`src/common/sfp_pkg.sv`:
```
// shared constants and types for the serial flash pin front end
package sfp_pkg;

  localparam int SYNC_STAGES = 3;
  localparam int FIFO_DEPTH  = 4;
  localparam int BYTE_W      = 8;
  localparam int CNT_W       = 12;

  // bit positions in the sampled pin vector
  localparam int PIN_SCK  = 0;
  localparam int PIN_CS   = 1;
  localparam int PIN_HOLD = 2;
  localparam int PIN_WP   = 3;
  localparam int PIN_DIN  = 4;
  localparam int PIN_N    = 5;

  // synchroniser stages start with chip select low so only a real high arms
  localparam logic [PIN_N-1:0] STAGE_RST = 5'h0C;
  localparam logic [PIN_N-1:0] LEVEL_RST = 5'h0E;

  localparam logic [CNT_W-1:0] INS_BITS   = 12'h008;
  localparam logic [CNT_W-1:0] ADDR_BITS  = 12'h018;
  localparam logic [CNT_W-1:0] DUMMY_BITS = 12'h008;
  localparam logic [CNT_W-1:0] CNT_MAX    = 12'hFFF;

  localparam logic [7:0] INS_WRSR  = 8'h01;
  localparam logic [7:0] INS_READ  = 8'h03;
  localparam logic [7:0] INS_RDSR  = 8'h05;
  localparam logic [7:0] INS_FREAD = 8'h0B;
  localparam logic [7:0] INS_DREAD = 8'h3B;
  localparam logic [7:0] INS_RMID  = 8'h90;
  localparam logic [7:0] INS_RDID  = 8'h9F;
  localparam logic [7:0] INS_RDP   = 8'hAB;

  typedef struct packed {
    logic             first;
    logic [BYTE_W-1:0] data;
  } sfp_rx_t;

  typedef struct packed {
    logic so;
    logic so_oe;
    logic io0;
    logic io0_oe;
  } sfp_pins_t;

  typedef struct packed {
    logic [PIN_N-1:0]  s1;
    logic [PIN_N-1:0]  s2;
    logic [PIN_N-1:0]  s3;
    logic [PIN_N-1:0]  lvl;
    logic              seen_high;
    logic              armed;
    logic              paused;
    logic [CNT_W-1:0]  bitcnt;
    logic [BYTE_W-1:0] shin;
    logic [BYTE_W-1:0] instr;
    logic [BYTE_W-1:0] txsh;
    logic [2:0]        txleft;
    logic              dual;
    logic              drv;
    sfp_pins_t         pins;
    sfp_rx_t           rx;
    logic              rx_vld;
    logic              exec;
    logic              busy;
    logic [BYTE_W-1:0] exec_instr;
    logic              wr_blk;
    logic              arr_guard;
    logic              sel;
  } sfp_st_t;

  localparam sfp_st_t ST_RST = '{s1: STAGE_RST, s2: STAGE_RST, s3: STAGE_RST,
                                 lvl: LEVEL_RST, default: '0};

endpackage

```
`src/design/sfp_fifo.sv`:
```
// small valid/ready fifo holding read data bytes
`timescale 1ns/1ps
module sfp_fifo
  import sfp_pkg::*;
#(
  parameter int WIDTH = 8,
  parameter int DEPTH = 4
)
(
  input  wire logic             clk_in,
  input  wire logic             sys_rst_in,
  input  wire logic [WIDTH-1:0] in_data_in,
  input  wire logic             in_valid_in,
  output logic                  in_ready_out,
  output logic [WIDTH-1:0]      out_data_out,
  output logic                  out_valid_out,
  input  wire logic             out_ready_in
);

  localparam int PW = (DEPTH > 1) ? $clog2(DEPTH) : 1;
  localparam int CW = $clog2(DEPTH + 1);

  typedef struct packed {
    logic [DEPTH-1:0][WIDTH-1:0] mem;
    logic [PW-1:0]               wr;
    logic [PW-1:0]               rd;
    logic [CW-1:0]               cnt;
    logic                        in_rdy;
    logic                        out_vld;
  } sfp_fifo_st_t;

  sfp_fifo_st_t s;
  sfp_fifo_st_t next_s;
  logic         push;
  logic         pop;

  always_comb
  begin
    next_s = s;
    push   = in_valid_in & s.in_rdy;
    pop    = out_ready_in & s.out_vld;
    if (push)
    begin
      next_s.mem[s.wr] = in_data_in;
      next_s.wr = (s.wr == PW'(DEPTH - 1)) ? '0 : PW'(s.wr + 1'b1);
    end
    if (pop)
    begin
      next_s.rd = (s.rd == PW'(DEPTH - 1)) ? '0 : PW'(s.rd + 1'b1);
    end
    next_s.cnt     = CW'(s.cnt + CW'(push) - CW'(pop));
    next_s.in_rdy  = (next_s.cnt != CW'(DEPTH));
    next_s.out_vld = (next_s.cnt != '0);
  end

  always_ff @(posedge clk_in)
  begin
    if (sys_rst_in)
      s <= '{in_rdy: 1'b1, default: '0};
    else
      s <= next_s;
  end

  assign in_ready_out  = s.in_rdy;
  assign out_valid_out = s.out_vld;
  assign out_data_out  = s.mem[s.rd];

endmodule

```
`src/design/sfp_front.sv`:
```
// pin-level serial front end of a serial flash memory
`timescale 1ns/1ps
module sfp_front
  import sfp_pkg::*;
(
  input  wire logic              clk_in,
  input  wire logic              sys_rst_in,
  input  wire logic              sck_in,
  input  wire logic              cs_n_in,
  input  wire logic              hold_n_in,
  input  wire logic              wp_n_in,
  input  wire logic              data_in_lane_zero_in,
  output logic                   data_in_lane_zero_out,
  output logic                   data_in_lane_zero_oe_out,
  output logic                   so_out,
  output logic                   so_oe_out,
  input  wire logic [3:0]        region_guard_bit_in,
  input  wire logic              status_lock_bit_in,
  input  wire logic              cycle_done_in,
  input  wire logic [BYTE_W-1:0] tx_data_in,
  input  wire logic              tx_valid_in,
  output logic                   tx_ready_out,
  output sfp_rx_t                rx_out,
  output logic                   rx_valid_out,
  output logic                   exec_start_out,
  output logic [BYTE_W-1:0]      exec_instr_out,
  output logic                   busy_out,
  output logic                   status_write_blocked_out,
  output logic                   array_guard_out,
  output logic                   selected_out
);

  sfp_st_t           s;
  sfp_st_t           n;
  logic              cs_rise;
  logic              cs_fall;
  logic              active;
  logic              rise;
  logic              fall;
  logic              out_ph;
  logic              pop;
  logic [BYTE_W-1:0] tx_word;
  logic              tx_vld;
  logic [BYTE_W-1:0] in_byte;

  // instructions that answer with data
  function automatic logic is_read(input logic [BYTE_W-1:0] ins);
    case (ins)
      INS_READ, INS_FREAD, INS_DREAD, INS_RDSR, INS_RDID, INS_RMID, INS_RDP:
        is_read = 1'b1;
      default:
        is_read = 1'b0;
    endcase
  endfunction

  // bits clocked in before read data starts
  function automatic logic [CNT_W-1:0] lead_bits(input logic [BYTE_W-1:0] ins);
    case (ins)
      INS_READ, INS_RMID, INS_RDP:
        lead_bits = CNT_W'(INS_BITS + ADDR_BITS);
      INS_FREAD, INS_DREAD:
        lead_bits = CNT_W'(INS_BITS + ADDR_BITS + DUMMY_BITS);
      default:
        lead_bits = INS_BITS;
    endcase
  endfunction

  sfp_fifo #(
    .WIDTH (BYTE_W),
    .DEPTH (FIFO_DEPTH)
  ) u_tx_fifo (
    .clk_in        (clk_in),
    .sys_rst_in    (sys_rst_in),
    .in_data_in    (tx_data_in),
    .in_valid_in   (tx_valid_in),
    .in_ready_out  (tx_ready_out),
    .out_data_out  (tx_word),
    .out_valid_out (tx_vld),
    .out_ready_in  (pop)
  );

  always_comb
  begin
    n = s;
    n.rx_vld = 1'b0;
    n.exec   = 1'b0;
    pop      = 1'b0;
    // three-stage pin sampling, level rises once stages two and three are both high, falls when they differ
    n.s1  = {data_in_lane_zero_in, wp_n_in, hold_n_in, cs_n_in, sck_in};
    n.s2  = s.s1;
    n.s3  = s.s2;
    n.lvl = (s.s2 & s.s3) | (s.lvl & ~(s.s2 ^ s.s3));
    cs_fall = s.lvl[PIN_CS] & ~n.lvl[PIN_CS];
    cs_rise = ~s.lvl[PIN_CS] & n.lvl[PIN_CS];
    if (n.lvl[PIN_CS])
      n.seen_high = 1'b1;
    if (cs_fall && s.seen_high)
      n.armed = 1'b1;
    // selected only while low and armed
    active = ~n.lvl[PIN_CS] & s.armed & ~s.paused;
    rise   = active & ~s.lvl[PIN_SCK] & n.lvl[PIN_SCK];
    fall   = active & s.lvl[PIN_SCK] & ~n.lvl[PIN_SCK];
    out_ph = is_read(s.instr) && (s.bitcnt >= lead_bits(s.instr));
    in_byte = {s.shin[BYTE_W-2:0], n.lvl[PIN_DIN]};
    // pause follows hold only while clock is low
    if (!n.lvl[PIN_CS] && !n.lvl[PIN_SCK])
      n.paused = ~n.lvl[PIN_HOLD];
    if (rise && !s.dual)
    begin
      n.shin = in_byte;
      if (s.bitcnt != CNT_MAX)
        n.bitcnt = CNT_W'(s.bitcnt + 1'b1);
      if (s.bitcnt[2:0] == 3'h7)
      begin
        n.rx_vld   = 1'b1;
        n.rx.data  = in_byte;
        n.rx.first = (s.bitcnt == CNT_W'(INS_BITS - 1'b1));
        if (n.rx.first)
          n.instr = in_byte;
      end
    end
    if (fall && out_ph)
    begin
      n.drv = 1'b1;
      n.dual = (s.instr == INS_DREAD);
      if (s.txleft == '0)
      begin
        if (tx_vld)
        begin
          pop         = 1'b1;
          n.pins.so   = tx_word[7];
          n.pins.io0  = tx_word[6];
          n.txsh      = n.dual ? {tx_word[5:0], 2'b00} : {tx_word[6:0], 1'b0};
          n.txleft    = n.dual ? 3'h3 : 3'h7;
        end
      end
      else
      begin
        n.pins.so  = s.txsh[7];
        n.pins.io0 = s.txsh[6];
        n.txsh     = s.dual ? {s.txsh[5:0], 2'b00} : {s.txsh[6:0], 1'b0};
        n.txleft   = 3'(s.txleft - 1'b1);
      end
    end
    // internal cycle ends only by its own completion
    if (cycle_done_in)
      n.busy = 1'b0;
    n.wr_blk    = status_lock_bit_in & ~n.lvl[PIN_WP];
    n.arr_guard = n.wr_blk & (|region_guard_bit_in);
    if (cs_rise)
    begin
      if (!s.paused && s.armed && s.bitcnt >= INS_BITS && s.bitcnt[2:0] == 3'h0 &&
          !is_read(s.instr) && !s.busy && !(s.instr == INS_WRSR && s.wr_blk))
      begin
        n.exec       = 1'b1;
        n.exec_instr = s.instr;
        n.busy       = 1'b1;
      end
      n.bitcnt = '0;
      n.shin   = '0;
      n.instr  = '0;
      n.txleft = '0;
      n.dual   = 1'b0;
      n.drv    = 1'b0;
      n.paused = 1'b0;
    end
    // float when deselected; float while paused; dual keeps both lanes
    n.pins.so_oe  = ~n.lvl[PIN_CS] & n.armed & ~s.paused & ~n.paused & n.drv;
    n.pins.io0_oe = n.pins.so_oe & n.dual;
    n.sel = ~n.lvl[PIN_CS] & n.armed;
  end

  always_ff @(posedge clk_in)
  begin
    if (sys_rst_in)
      s <= ST_RST;
    else
      s <= n;
  end

  assign so_out                   = s.pins.so;
  assign so_oe_out                = s.pins.so_oe;
  assign data_in_lane_zero_out    = s.pins.io0;
  assign data_in_lane_zero_oe_out = s.pins.io0_oe;
  assign rx_out                   = s.rx;
  assign rx_valid_out             = s.rx_vld;
  assign exec_start_out           = s.exec;
  assign exec_instr_out           = s.exec_instr;
  assign busy_out                 = s.busy;
  assign status_write_blocked_out = s.wr_blk;
  assign array_guard_out          = s.arr_guard;
  assign selected_out             = s.sel;
endmodule

```
`config.mk`:
```
export PLATFORM = sky130hd
export DESIGN_NAME = sfp_front
export DESIGN_NICKNAME = d
export VERILOG_FILES = /design/src/common/sfp_pkg.sv /design/src/design/sfp_fifo.sv /design/src/design/sfp_front.sv
export SDC_FILE = /design/constraint.sdc
export NUM_CORES = 1
export LEC_CHECK = 0
export ABC_AREA = 1
export ABC_CLOCK_PERIOD_IN_PS = 5900
export CAP_MARGIN = 40
export CORE_MARGIN = 3
export CORE_UTILIZATION = 51
export DETAILED_ROUTE_END_ITERATION = 8
export DONT_BUFFER_PORTS = 1
export PLACE_DENSITY = 0.71
export REMOVE_ABC_BUFFERS = 1
export SLEW_MARGIN = 5
export SYNTH_ARGS = -nofsm -noshare
export SYNTH_HDL_FRONTEND = slang
export SYNTH_HIERARCHICAL = 1
export SYNTH_SLANG_ARGS = --single-unit
```
`constraint.sdc`:
```
create_clock -name clk_in -period 5.9 [get_ports clk_in]
set_input_delay 0.295 -clock clk_in [delete_from_list [all_inputs] [get_ports clk_in]]
set_output_delay 0.295 -clock clk_in [all_outputs]
set_load 0.05 [all_outputs]
```
==> results by stage, run 1 <==
STA:
- Setup violations remaining at the end of the flow were counted as 0.
- Clock skew on the completed layout was measured at ~0.0063 ns.
- Setup repair after global routing left no endpoint under its margin.
- The worst path meets setup with around 2.5 ns of slack.
- After layout, the minimum clock period comes to approximately 3.4 ns.
- Of the available clock period, the critical path in the final layout requires between 50% and 60%.
- The final count of hold timing violations was 0.
- The peak clock frequency supported by timing is roughly 0.3 GHz.
- The transition time at the pin with the least slew margin is 0.709 ns.
- The max-slew violation count is 0.
- The worst pin sits at a relative slew slack of a little over half.
- Setup total negative slack on the finished layout was measured at 0 ns.

Drt:
- The routed layout has just over 5000 vias.
- The number of DRC markers after the initial detailed-route iteration is roughly 370.
- The via density per instance is 5.25.
- The DRC violation count after routing is 0.
- The per-cell routed wire length is around 14 um.
- In this run the remaining antenna-violating nets after routing total 0.
- The aggregate routed wire length is 13400 um.
- The detailed-routing iteration count for the pre-antenna-repair pass is 4.

Global routing:
- The total overflow left after global routing is 0.
- The number of global-route vias before repair is 4791.
- The number of antenna violations at the first check in global routing is 0.
- The most used routing layer in global routing is met2.
- The largest net degree at the start of global routing is 39.
- Global routing consumed, over all layers together, 21.4% of the routing resources.
- The first global-routing pass estimated 22500 um of wire.
- The fraction of met3 tracks used by global routing is around 6.0%.
- For this run, global-route usage on met2 was measured as between 30% and 40%.
- In the global route stage, met1 resource usage came out at between 20 and 30%.

Clock network:
- TritonCTS built the clock tree.
- In this run, post-CTS repair resized a total of 0 instances.
- After clock tree synthesis, the flow added hold-fix buffers numbering 7.
- In this run, CTS created clock tree buffers numbering 17.
- For the worst-skew pair, the clock arrives at the later sink with an insertion delay of 0.41 ns.
- The root buffer cell chosen for the clock tree is clkbuf_16.
- The maximum number of buffers from clock root to sink is 2.
- Once the clock tree was built, the setup fixing pass inserted 0 buffers.
- The maximum level of the CTS H-tree is 4.
- The number of sinks on the clock net is between 100 and 150.
- After clock tree synthesis, the clock-pin slew on the worst setup and hold paths is approximately 0.050 ns.

Power:
- The internal power contribution is between 1.5 and 2 mW.
- The net switching power is ~460 uW.
- For this design the static power due to leakage is just under 3 nW.
- The relative contribution of the clock network to total power is between 40% and 50%.
- Of the total power, registers draw between 40 and 50%.
- The net switching share of the total power is between 20% and 30%.
- The maximum resistive drop on vdd is just under 0.2 mV.
- Power spread over the standard cell area amounts to between 300 and 400 nW/um2.
- Per report_power, the combinational group accounts for between 6 and 7% of the total.

Worst setup path:
- The data arrival time of the worst path is 3.69 ns.
- Traced cell by cell, the critical path runs through inv_2 -> nand2_1 -> nor2_1 -> nand2_1 -> nand2_1 -> a21oi_1 -> and3_1 -> ha_1 -> inv_1 -> nand2_1 -> nor2_1 -> a21oi_4 -> nand2_1 -> nor3_1 -> nand2_1 -> inv_1 -> ha_1 -> inv_1 -> ha_1 -> fa_1 -> o21ai_0 -> nand2_1.
- The class of the most critical setup path is reg2reg.
- For the worst setup path, the data required time is between 6 and 7 ns.
- STA classifies the critical path endpoint as a flip-flop.
- The number of buffers and inverters on the critical path is 4.
- The highest-delay cell along the critical path is fa_1.
- The critical path launch point type is a flip-flop.
- Counting stages on the worst path, the most repeated cell is nand2_1.
- The kind of cell with the highest combined delay along the critical path is simple AND/OR/NAND/NOR gates.
- The largest single stage delay on the critical path is approximately 0.46 ns.
- The biggest fanout along the worst timing path is 5.

Layout:
- The number of antenna diodes is 0.
- Once layout is complete, the utilization of the core stands at 57.8%.
- The share of layout cells above drive strength 1 is 13.0%.
- The multi-input combinational cells in the finished layout cover a total of approximately 2800 um2.
- The sequential cell area is ~2600 um2.
- The count of filler cells inserted in the layout is about 1100.
- From synthesis to final layout, the design area changed by 9.75%.
- In the final design database the tool counted approximately 860 nets.
- For this run, the number of standard cells in the final layout without fillers is around 970.

Yosys:
- Among all flip-flop cells after synthesis, the most frequent one is dfxtp_1.
- The synthesized netlist occupies a cell area of about 6100 um2.
- Yosys mapped a number of flops with a built-in enable equal to 0.
- The flip-flop and latch count after synthesis is between 100 and 150.
- The cell type with the highest aggregate area in the netlist is dfxtp_1.
- The most used standard cell by instance count after synthesis is nor2_1.
- After synthesis, the mean cell area works out to roughly 7.3 um2.
- The netlist uses 37 different library cells.
- The share of synthesized registers carrying an async set or reset is 0%.
- Of the post-synthesis cell area, the dominant cell type holds around 43%.
- Counting every instance in the synthesized netlist gives between 800 and 900.
- Sorting the synthesized cells by how often they occur yields nor2_1, dfxtp_1, nand2_1.
- By area the synthesized netlist is led by dfxtp_1, nor2_1, nand2_1.
- The warning count from the yosys run is 6.
- Sequential cells were found to cover between 40% and 50% of the synthesized design area.

Status:
- The run finished with clean final reports.

Min path:
- The worst hold path belongs to the class in2reg.

Placed design:
- The worst setup slack before clock tree synthesis is 2.53 ns.
- Detailed placement ended at an HPWL of around 9100 um.
- In this run, placement finished with an instance count of between 900 and 1000.
- The routability-driven placement congestion ratio is 0.911.
- During placement, the flow inserted port buffers numbering 0.

Floorplanning:
- The floorplan die area is between 10000 and 15000 um2.
- The number of primary I/O pins is 50.
- The core area is around 12000 um2.
- The starting density of the core is 52.7%.
- The die width is ~120 um.
- The vertical die dimension is approximately 120 um.
- The number of placement rows is 39.

Run:
- Across the run, the number of max-cap violations was 0.
## cells in the final DEF (no fill, tap or decap), drive strengths merged
cell | Yosys | routed
a211oi | 1 | 1
a21oi | 33 | 33
and3 | 2 | 2
buf | 32 | 2
bufinv | 0 | 1
clkbuf | 10 | 28
clkinv | 0 | 1
clkinvlp | 0 | 1
dfxtp | 130 | 130
dlygate4sd3 | 0 | 7
fa | 1 | 1
ha | 19 | 19
inv | 94 | 94
nand2 | 137 | 137
nand3 | 39 | 39
nand3b | 2 | 2
nand4 | 5 | 5
nor2 | 196 | 196
nor2b | 1 | 1
nor3 | 10 | 10
nor3b | 1 | 1
nor4 | 1 | 1
o21ai | 92 | 92
o21bai | 1 | 1
o22ai | 9 | 9
or2 | 7 | 7
xnor2 | 3 | 3
xor2 | 2 | 2
## power by group through the flow
stage / Clock [mW] / Combinational, mW / Sequential, mW
final: 1.01 / 0.135 / 0.932
after global routing: 1.07 / 0.156 / 0.935
after CTS: 1.02 / 0.134 / 0.931
after detailed placement: 0 / 0.126 / 0.949
after global placement: 0 / 0.118 / 0.948
after floorplan: 0 / 0.0948 / 0.945
## routing by layer
metal / vias up / part of all wire [%]
met5: - / 0
met4: 0 / 2.5
met3: 26 / 6.7
met2: 158 / 45
met1: 2322 / 45
li1: 2578 / -
## logic make-up after synthesis
kind of cell    share of synthesized area, %
compound gates                          11.8
fa+ha+maj                               4.25
xor+xnor                               0.722
flops                                   42.9
buf+inv                                 10.5
simple gates                            29.9
## flip-flops by register name (all words and copies together) (netlist names)
| signal | flops |
|---|---|
| s | 45 |
| u_tx_fifo/s | 39 |
| n | 10 |
| rx_out | 9 |
| exec_instr_out | 8 |
| in_byte | 7 |
| array_guard_out | 1 |
| busy_out | 1 |
| data_in_lane_zero_oe_out | 1 |
| data_in_lane_zero_out | 1 |
| exec_start_out | 1 |
| rx_valid_out | 1 |
| selected_out | 1 |
| so_oe_out | 1 |
| so_out | 1 |
| status_write_blocked_out | 1 |
| u_tx_fifo/in_ready_out | 1 |
| u_tx_fifo/out_valid_out | 1 |
## path summary, 6_finish.rpt
check	start	endpoint	cells after the start	slack, ns
hold reg to reg	n[81]$_SDFF_PP0_	n[76]$_SDFF_PP0_	2	0.40
setup / recovery	s[43]$_SDFFE_PP0P_	u_tx_fifo/out_valid_out$_SDFF_PP0_	22	2.52
hold / removal	tx_data_in[2]	u_tx_fifo/s[11]$_SDFFE_PP0P_	2	0.02
setup reg to reg	s[43]$_SDFFE_PP0P_	u_tx_fifo/out_valid_out$_SDFF_PP0_	22	2.52
## per-stage QoR
step / power (mW) / hold WS [ns] / area [um2]
floorplan: 1.04 / 0.364 / 5790
global placement: 1.07 / 0.368 / 5970
detailed placement: 1.08 / 0.370 / 5990
finish: 2.08 / 0.0151 / 6660
global route: 2.16 / 0.0113 / 6660
CTS: 2.09 / 0.00790 / 6640
## cell type report
class,instances,share of cell area (%)
Multi-Input combinational cell,562,42.5
Timing Repair Buffer,9,1.69
Clock inverter,3,0.639
Inverter,94,5.34
Tap cell,143,2.69
Clock buffer,28,8.06
Sequential cell,130,39.1
Note: power is estimated with default switching activity, not from simulation.
==> run 2, diff against run 1 <==
Settings changed: ABC_AREA 1 to 0, ABC_CLOCK_PERIOD_IN_PS 5900 to 2900, PLACE_DENSITY 0.71 to 0.74.
Clock period 5.9 ns to 2.9 ns, I/O delays scaled along.
==> results by stage, run 2 <==
Status:
- The flow ran to the end, but the final reports show violations.
- The final reports fail on negative setup slack.

Min path:
- In this run the worst hold path is classified as in2reg.

Yosys:
- Synthesis inferred 130 register bits.
- The average cell area after synthesis is 9.51 um2.
- The cell count after synthesis came out at 620.
- The warning count from the yosys run is 6.
- In this run the cell area of the synthesized design comes to just under 6000 um2.
- By area the synthesized netlist is led by dfxtp_1, mux2i_1, nor2_1.
- The most used flip-flop cell after synthesis is dfxtp_1.
- The number of flops mapped to enable cells by yosys is 0.
- The cell type with the highest aggregate area in the netlist is dfxtp_1.
- The sequential share of the synthesized area is about 44%.
- The post-synthesis cell type count is 63.
- In the synthesized netlist, the cells that appear most often are dfxtp_1, nor2_1, mux2i_1.
- By instance count, the leading cell after synthesis is dfxtp_1.
- The proportion of netlist area held by the largest area contributor is 44.2%.
- The share of synthesized registers carrying an async set or reset is 0%.

Worst setup path:
- The data arrival time of the worst path is approximately 4.3 ns.
- The register-to-register setup slack is -1.09 ns.
- Data on the critical path is required at its endpoint by about 3.2 ns.
- The kind of end point of the critical path is a flip-flop.
- The worst setup path is launched from a flip-flop.
- The critical path in this run is classified as reg2reg.
- The biggest fanout along the worst timing path is 3.

Drt:
- For this run, the detailed router's first-pass iteration total came to 5.
- The aggregate routed wire length is around 14000 um.
- For this run, design rule violations remaining after detail routing come to 0.
- The number of DRC markers after the initial detailed-route iteration is 305.
- The remaining number of nets flagged by the antenna check after routing is 0.
- The via density per instance is between 5 and 6.
- The per-cell routed wire length is ~17 um.
- For this block, the via count after detailed routing is 4800.

Floorplanning:
- The vertical die dimension is about 110 um.
- The core area is between 10000 and 15000 um2.
- The floorplan die area is between 10000 and 15000 um2.
- After floorplanning, the core was divided into 38 placement rows.
- The initial utilization of the core area, before any placement, comes to a little over half.
- The die width is roughly 110 um.
- The number of primary I/O pins is 50.

STA:
- The final critical-path share of the clock period is 138%.
- For the pin with the worst max-slew slack, the measured transition is ~0.89 ns.
- The smallest clock period supported by the final layout is computed as approximately 4 ns.
- The final count of hold timing violations is 0.
- In this run the tightest slew margin relative to its limit is ~40%.
- After routing, the total negative slack on setup checks comes to -5.80 ns.
- The final critical-path setup slack is -1.09 ns.
- The peak clock frequency supported by timing is between 0.2 and 0.3 GHz.
- Setup violations remaining at the end of the flow were counted as 7.
- The max-slew violation count came to 0.
- Setup repair after global routing could not meet its margin everywhere.
- For the final database, setup skew stands at about 0.010 ns.

Placed design:
- At the placement stage, the worst setup path has a slack of -1.33 ns.
- The routability-driven placement congestion ratio is approximately 0.85.
- Summed over all nets, the half-perimeter wirelength after detailed placement is just under 9000 um.
- The total cell area at the placement stage is between 6000 and 7000 um2.
- The count of port buffers added during placement is 0.

Global routing:
- The number of global-route vias before repair was just under 5000.
- The number of antenna violations at the first check in global routing is 0.
- Summed over all layers, the global routing overflow is 0.
- The largest net degree at the start of global routing is between 100 and 150.
- The first global-routing pass estimated about 23000 um of wire.
- For this run, the total global-route usage over all layers was measured as between 20% and 30%.

Power:
- Across the VDD grid, the largest voltage drop is approximately 0.37 mV.
- The total leakage power is between 3 and 4 nW.
- Power comes to 4.09 mW.
- Dividing total power by cell area gives a power density of 563 nW/um2.

Layout:
- Cells with a size suffix above 1 make up between 20 and 25% of the layout.
- The library cell used most frequently in the layout, excluding fill and tap cells, is dfxtp_1.
- In the layout the commonest cells are dfxtp_1, nor2_1, buf_4, mux2i_1, a21oi_1.
- The register with the most flip-flops in the layout has between 40 and 50 of them.
- The area growth from synthesis to layout is 23.1%.
- In the final design database the tool counted 720 nets.
- The finished cells cover between 7000 and 8000 um2.
- The largest register by flop count is s.
- The number of antenna diodes in the final layout is 0.
- At the end of the flow the core is filled with cells to between 60 and 70%.

Clock network:
- The number of sinks on the clock net is between 100 and 150.
- The maximum level of the CTS H-tree is 4.
- The clock-pin slew on the worst setup and hold paths is about 0.050 ns.
- The tree is rooted in a clkbuf_16.
- The number of buffers added by the clock tree synthesis step is 17.
- The worst-skew pair later-pin latency is around 0.42 ns.
- The TritonCTS clock tree is built.
- The maximum number of buffers from clock root to sink is 2.

Run:
- The total of max-cap violations is 0.
run 2: cell types whose count changed in the layout (fill, tap and decap cells not counted), moves of 10 or more:
cell / previous run / this run
buf_6: 0 / 11
nor2_4: 10 / 0
buf_4: 0 / 59
nand2_1: 123 / 28
mux2i_1: 0 / 57
nand2b_1: 0 / 23
inv_2: 20 / 2
dlygate4sd3_1: 7 / 18
nor2b_1: 0 / 19
o21ai_0: 87 / 6
nor2_2: 19 / 2
inv_1: 73 / 19
nand3_1: 37 / 26
nor2_1: 167 / 69
run 2: per-stage QoR:
| stage | hold slack [ns] | instances |
|---|---|---|
| final | 0.0453 | 829 |
| after CTS | 0.0206 | 826 |
| after global routing | 0.0420 | 829 |
| after detailed placement | 0.225 | 764 |
| after floorplan | 0.214 | 569 |
| after global placement | 0.223 | 763 |
run 2: layout make-up:
| type | instances | area [um2] |
|---|---|---|
| fill | 822 | 3820 |
| multi-input combinational | 418 | 3100 |
| sequential | 130 | 2610 |
| timing repair buffer | 90 | 785 |
| clock buffer | 24 | 482 |
| tap | 140 | 175 |
| inverter | 21 | 78.8 |
| clock inverter | 6 | 32.5 |
run 2: per-layer routing:
metal	global-route usage (%)	part of all wire, %	up-vias
met2	37.7	51	168
met1	26.3	41	2310
met4	11.5	2.9	0
li1	-	-	2284
met3	5.57	5.5	38
met5	0	0	-
run 2: worst max-delay path, stage by stage (launching register included):
cell,delay [ns]
dfxtp_2,0.32
buf_4,0.13
nand4bb_4,0.22
nor4b_4,0.30
buf_4,0.16
nor3_2,0.04
ha_1,0.29
and4b_1,0.18
a211o_1,0.25
o21a_1,0.20
nand2_2,0.11
nor3_4,0.06
nand2_2,0.08
inv_2,0.05
ha_4,0.26
inv_2,0.04
ha_4,0.14
fa_2,0.35
xnor2_2,0.15
xnor2_1,0.14
or4_1,0.40
run 2: logic make-up (layout without fill, tap and decap cells):
kind of cell | after synthesis | in the layout | synth area share (%)
AND/OR/NAND/NOR | 231 | 231 | 21.0
flip-flops | 130 | 130 | 44.2
AO/OA/AOI/OAI | 93 | 93 | 10.3
buffers and inverters | 72 | 141 | 6.01
multiplexers | 66 | 66 | 12.9
adder cells (fa/ha/maj) | 20 | 20 | 4.37
XOR/XNOR | 8 | 8 | 1.19
run 2: power breakdown:
group / internal [mW] / switching (mW)
sequential: 1.84 / 0.0381
combinational: 0.172 / 0.182
clock: 1.14 / 0.711
total: 3.16 / 0.931
run 2: final timing paths:
check                                      end  cells past startpoint                from
min                         s[61]$_SDFFE_PP0P_                      2          sys_rst_in
min reg2reg                   n[79]$_SDFF_PP1_                      1    n[84]$_SDFF_PP1_
max reg2reg  u_tx_fifo/in_ready_out$_SDFF_PP1_                     20  s[42]$_SDFFE_PP0P_
max          u_tx_fifo/in_ready_out$_SDFF_PP1_                     20  s[42]$_SDFFE_PP0P_
run 2: timing repair:
action,in CTS,in global routing
hold buffers,19,0
gates resized for setup,30,16
pin swaps,15,13
endpoints found under the setup margin,18,21
buffers inserted,17,5
hold endpoints to repair,96,0
==> run 3, diff against run 2 <==
Settings changed: ABC_AREA 0 to 1, ABC_CLOCK_PERIOD_IN_PS 2900 to unset.
==> results by stage, run 3 (synthesis gave the netlist of run 1 again) <==
Worst setup path:
- The worst register-to-register path begins at s[44]$_SDFFE_PP0P_.
- In this run the worst path has a maximum fanout of 3.
- The register-to-register setup slack is -0.14 ns.
- The largest individual stage delay along the critical path comes from the cell fa_2.
- The number of cells on the worst reg-to-reg path is 22.
- The class of the most critical setup path is reg2reg.
- The delay contributed by the slowest stage of the critical path is 0.45 ns.
- The critical path launch point type is a flip-flop.
- Traced cell by cell, the critical path runs through inv_2 -> nand2_1 -> nor2_4 -> nand2_2 -> nand2_2 -> a21oi_2 -> and3_4 -> ha_4 -> inv_1 -> nand2_1 -> nor2_2 -> a21oi_4 -> nand2_2 -> nor3_2 -> nand2_1 -> inv_2 -> ha_4 -> inv_4 -> ha_4 -> fa_2 -> nor2_2 -> nand3_1.
- The kind of end point of the critical path is a flip-flop.
- The most critical setup path has its startpoint at s[44]$_SDFFE_PP0P_.
- Data arrives at the worst endpoint at about 3.3 ns.
- The worst endpoint required time is 3.18 ns.
- The endpoint of the worst register-to-register path is u_tx_fifo/in_ready_out$_SDFF_PP1_.

Run:
- The total of max-cap violations is 0.

Global routing:
- For this run, the total global-route usage over all layers was measured as about a fifth.
- The number of global-route vias before repair is 4678.
- The number of antenna violations at the first check in global routing is 0.
- The residual overflow from global routing is 0.
- The largest net degree at the start of global routing is 39.
- The first global-routing pass estimated between 20000 and 25000 um of wire.

STA:
- The final critical-path share of the clock period is 105%.
- Setup repair after global routing could not meet its margin everywhere.
- At the pin with the least slew margin, the transition time is between 0.6 and 0.7 ns.
- Setup violations remaining at the end of the flow were counted as 4.
- The final critical-path setup slack is -0.143 ns.
- The setup skew after layout is around 0.007 ns.
- The final count of hold timing violations is 0.
- The max-slew violation count is 0.
- Adding up every negative setup slack in the final design gives -0.407 ns.
- The smallest clock period supported by the final layout is computed as 3.04 ns.
- Based on the critical path, the design can be clocked at up to ~0.33 GHz.
- The tightest slew margin relative to the limit is between 50% and 60%.

Power:
- The combinational share of power is under 10%.
- The relative contribution of the clock network to total power is around 50%.
- The maximum resistive drop on vdd is around 0.5 mV.
- The total leakage power is 3.08 nW.
- For this design the ratio of total power to cell area is approximately 620 nW/um2.
- In this run, flip-flops and latches consume ~43% of the power.
- The analysis attributes to net switching a power of a little under 1 mW.
- The internal power contribution is 3.41 mW.
- The total power is 4.40 mW.
- Of the total power, the share spent switching nets is between 20% and 30%.

Placed design:
- The routability-driven placement congestion ratio is roughly 0.85.
- The post-placement cell count is 948.
- Input and output buffers added on the ports amount to 0.
- The half-perimeter wire length of the detailed placement result is 8290 um.

Drt:
- Dividing the detail-routed via count by the number of cells gives approximately 5.1.
- Across all layers, the routed design uses 5140 vias.
- Routed signal wires occupy layers up through met4.
- In the routed design, unresolved DRC markers number 0.
- After the first detailed-routing iteration, the DRC count stood at roughly 390.
- Wire segments on met3 add up to around 860 um in the final route.
- The per-cell routed wire length is ~13 um.
- For this run, the detailed router's first-pass iteration total came to 5.
- The remaining number of nets flagged by the antenna check after routing is 0.
- The amount of wire on met2 after detailed routing is 6090 um.
- After detailed routing, the wire length on met1 is 5920 um.
- Summed over all layers, the routed wires come to 13100 um.

Floorplanning:
- The number of placement rows is 39.
- The starting density of the core is between 50 and 60%.
- The die covers 13200 um2.
- The number of primary I/O pins is 50.
- The vertical die dimension is 115 um.
- The core region is 11500 um2.
- In this run the horizontal extent of the chip is 115 um.

Layout:
- The footprint of the multi-input gates is about 2900 um2.
- The library cell used most frequently in the layout, excluding fill and tap cells, is nor2_1.
- In the final layout, the share of cells above drive strength 1 is between 15 and 20%.
- The area added between synthesis and finish is 17.6%.
- The post-route non-filler standard cell count is between 1000 and 1500.
- After the last flow step, the layout net total stands at approximately 900.
- The number of antenna diodes is 0.
- The sequential cell area is between 2000 and 3000 um2.
- The layout has ~990 filler cells.
- Counting flops per register, the top entry is s.
- The number of flip-flops in the largest register is 45.
- Leaving out fill and tap cells, the most frequent cells in the layout are nor2_1, dfxtp_1, nand2_1, o21ai_0, inv_1.

Clock network:
- The number of sinks on the clock net is 130.
- After clock tree synthesis, the clock-pin slew on the worst setup and hold paths is 0.06 ns.
- At the later pin of the worst-skew pair, clock insertion delay measures 0.42 ns.
- The maximum level of the CTS H-tree is 4.
- Clock tree synthesis inserted a total of 17 buffers.
- The maximum number of buffers from clock root to sink is 2.
- CTS placed an instance of clkbuf_16 at the clock tree root.
- The TritonCTS clock tree is built.

Min path:
- Along the worst hold path, the cell count comes to 2.
- The worst hold path class is in2reg.
- The endpoint of the worst hold-timing path is u_tx_fifo/in_ready_out$_SDFF_PP1_.
- In this run the most critical hold path is launched from sys_rst_in.

Status:
- The final reports fail on negative setup slack.
- The run finished, with violations left.
==> run 3: cell count changes in the layout (fill, tap and decap cells not counted), moves of 12 or more <==
| cell | previous run | this run |
|---|---|---|
| nor2_2 | 2 | 22 |
| buf_4 | 59 | 29 |
| o21ai_0 | 6 | 85 |
| inv_1 | 19 | 68 |
| nand2_1 | 28 | 112 |
| nor2b_1 | 19 | 0 |
| inv_2 | 2 | 24 |
| nand2_2 | 3 | 22 |
| nor2_4 | 0 | 12 |
| nand2b_1 | 23 | 0 |
| nor2_1 | 69 | 162 |
| mux2i_1 | 57 | 0 |
==> run 3: stage by stage <==
stage / util (%) / worst slack [ns] / area [um2] / hold WS, ns
3_3_place_gp: 53.1 / -0.0812 / 6110 / 0.218
5_1_grt: 62.0 / -0.354 / 7140 / 0.147
3_5_place_dp: 53.1 / -0.144 / 6110 / 0.222
2_1_floorplan: - / -0.0965 / 5790 / 0.214
6_report: 62.0 / -0.143 / 7140 / 0.101
4_1_cts: 61.0 / -0.0305 / 7020 / 0.0790
==> run 3: worst max-delay path by stage <==
stage                                               to  slack [ns]  cells after the start
finish               u_tx_fifo/in_ready_out$_SDFF_PP1_       -0.14                     22
global route         u_tx_fifo/in_ready_out$_SDFF_PP1_       -0.35                     22
CTS                  u_tx_fifo/in_ready_out$_SDFF_PP1_       -0.03                     19
detailed placement   u_tx_fifo/in_ready_out$_SDFF_PP1_       -0.14                     24
global placement    u_tx_fifo/out_valid_out$_SDFF_PP0_       -0.08                     22
floorplan           u_tx_fifo/out_valid_out$_SDFF_PP0_        -0.1                     21
==> run 3: worst max-delay path, delay by kind of cell, from the launching register on <==
family	cells	cell delay, ns
simple gates	12	1.14
fa+ha+maj	4	0.88
compound gates	2	0.28
buf+inv	4	0.22
flops	1	0.38
==> run 3: cell type report <==
| cell class | instances | area share, % |
|---|---|---|
| repair buffers | 49 | 5.93 |
| flip-flops and latches | 130 | 36.6 |
| clock buffers | 24 | 6.89 |
| multi-input cells | 562 | 41.3 |
| clock inverters | 8 | 1.75 |
| inverters | 94 | 5.01 |
| well taps | 143 | 2.51 |
==> run 3: layer usage <==
metal,vias to the layer above,track usage (%)
met3,20,5.74
li1,2663,-
met1,2303,26.8
met2,154,32.3
met5,-,0
met4,0,8.22
==> run 3: repair_timing <==
item                                    in CTS  in global routing
hold buffers                                19                  0
pin swaps                                    4                 19
resized for setup                           14                 30
endpoints found under the hold margin       63                  0
setup buffers                               10                  3
endpoints found under the setup margin       4                  9
==> run 3: power groups by stage <==
stage          clock network (mW)  registers (mW)  logic, mW
6_report                     2.20            1.89      0.316
3_3_place_gp                    0            1.92      0.253
3_5_place_dp                    0            1.92      0.257
4_1_cts                      2.23            1.89      0.294
2_1_floorplan                   0            1.92      0.193
5_1_grt                      2.33            1.89      0.360
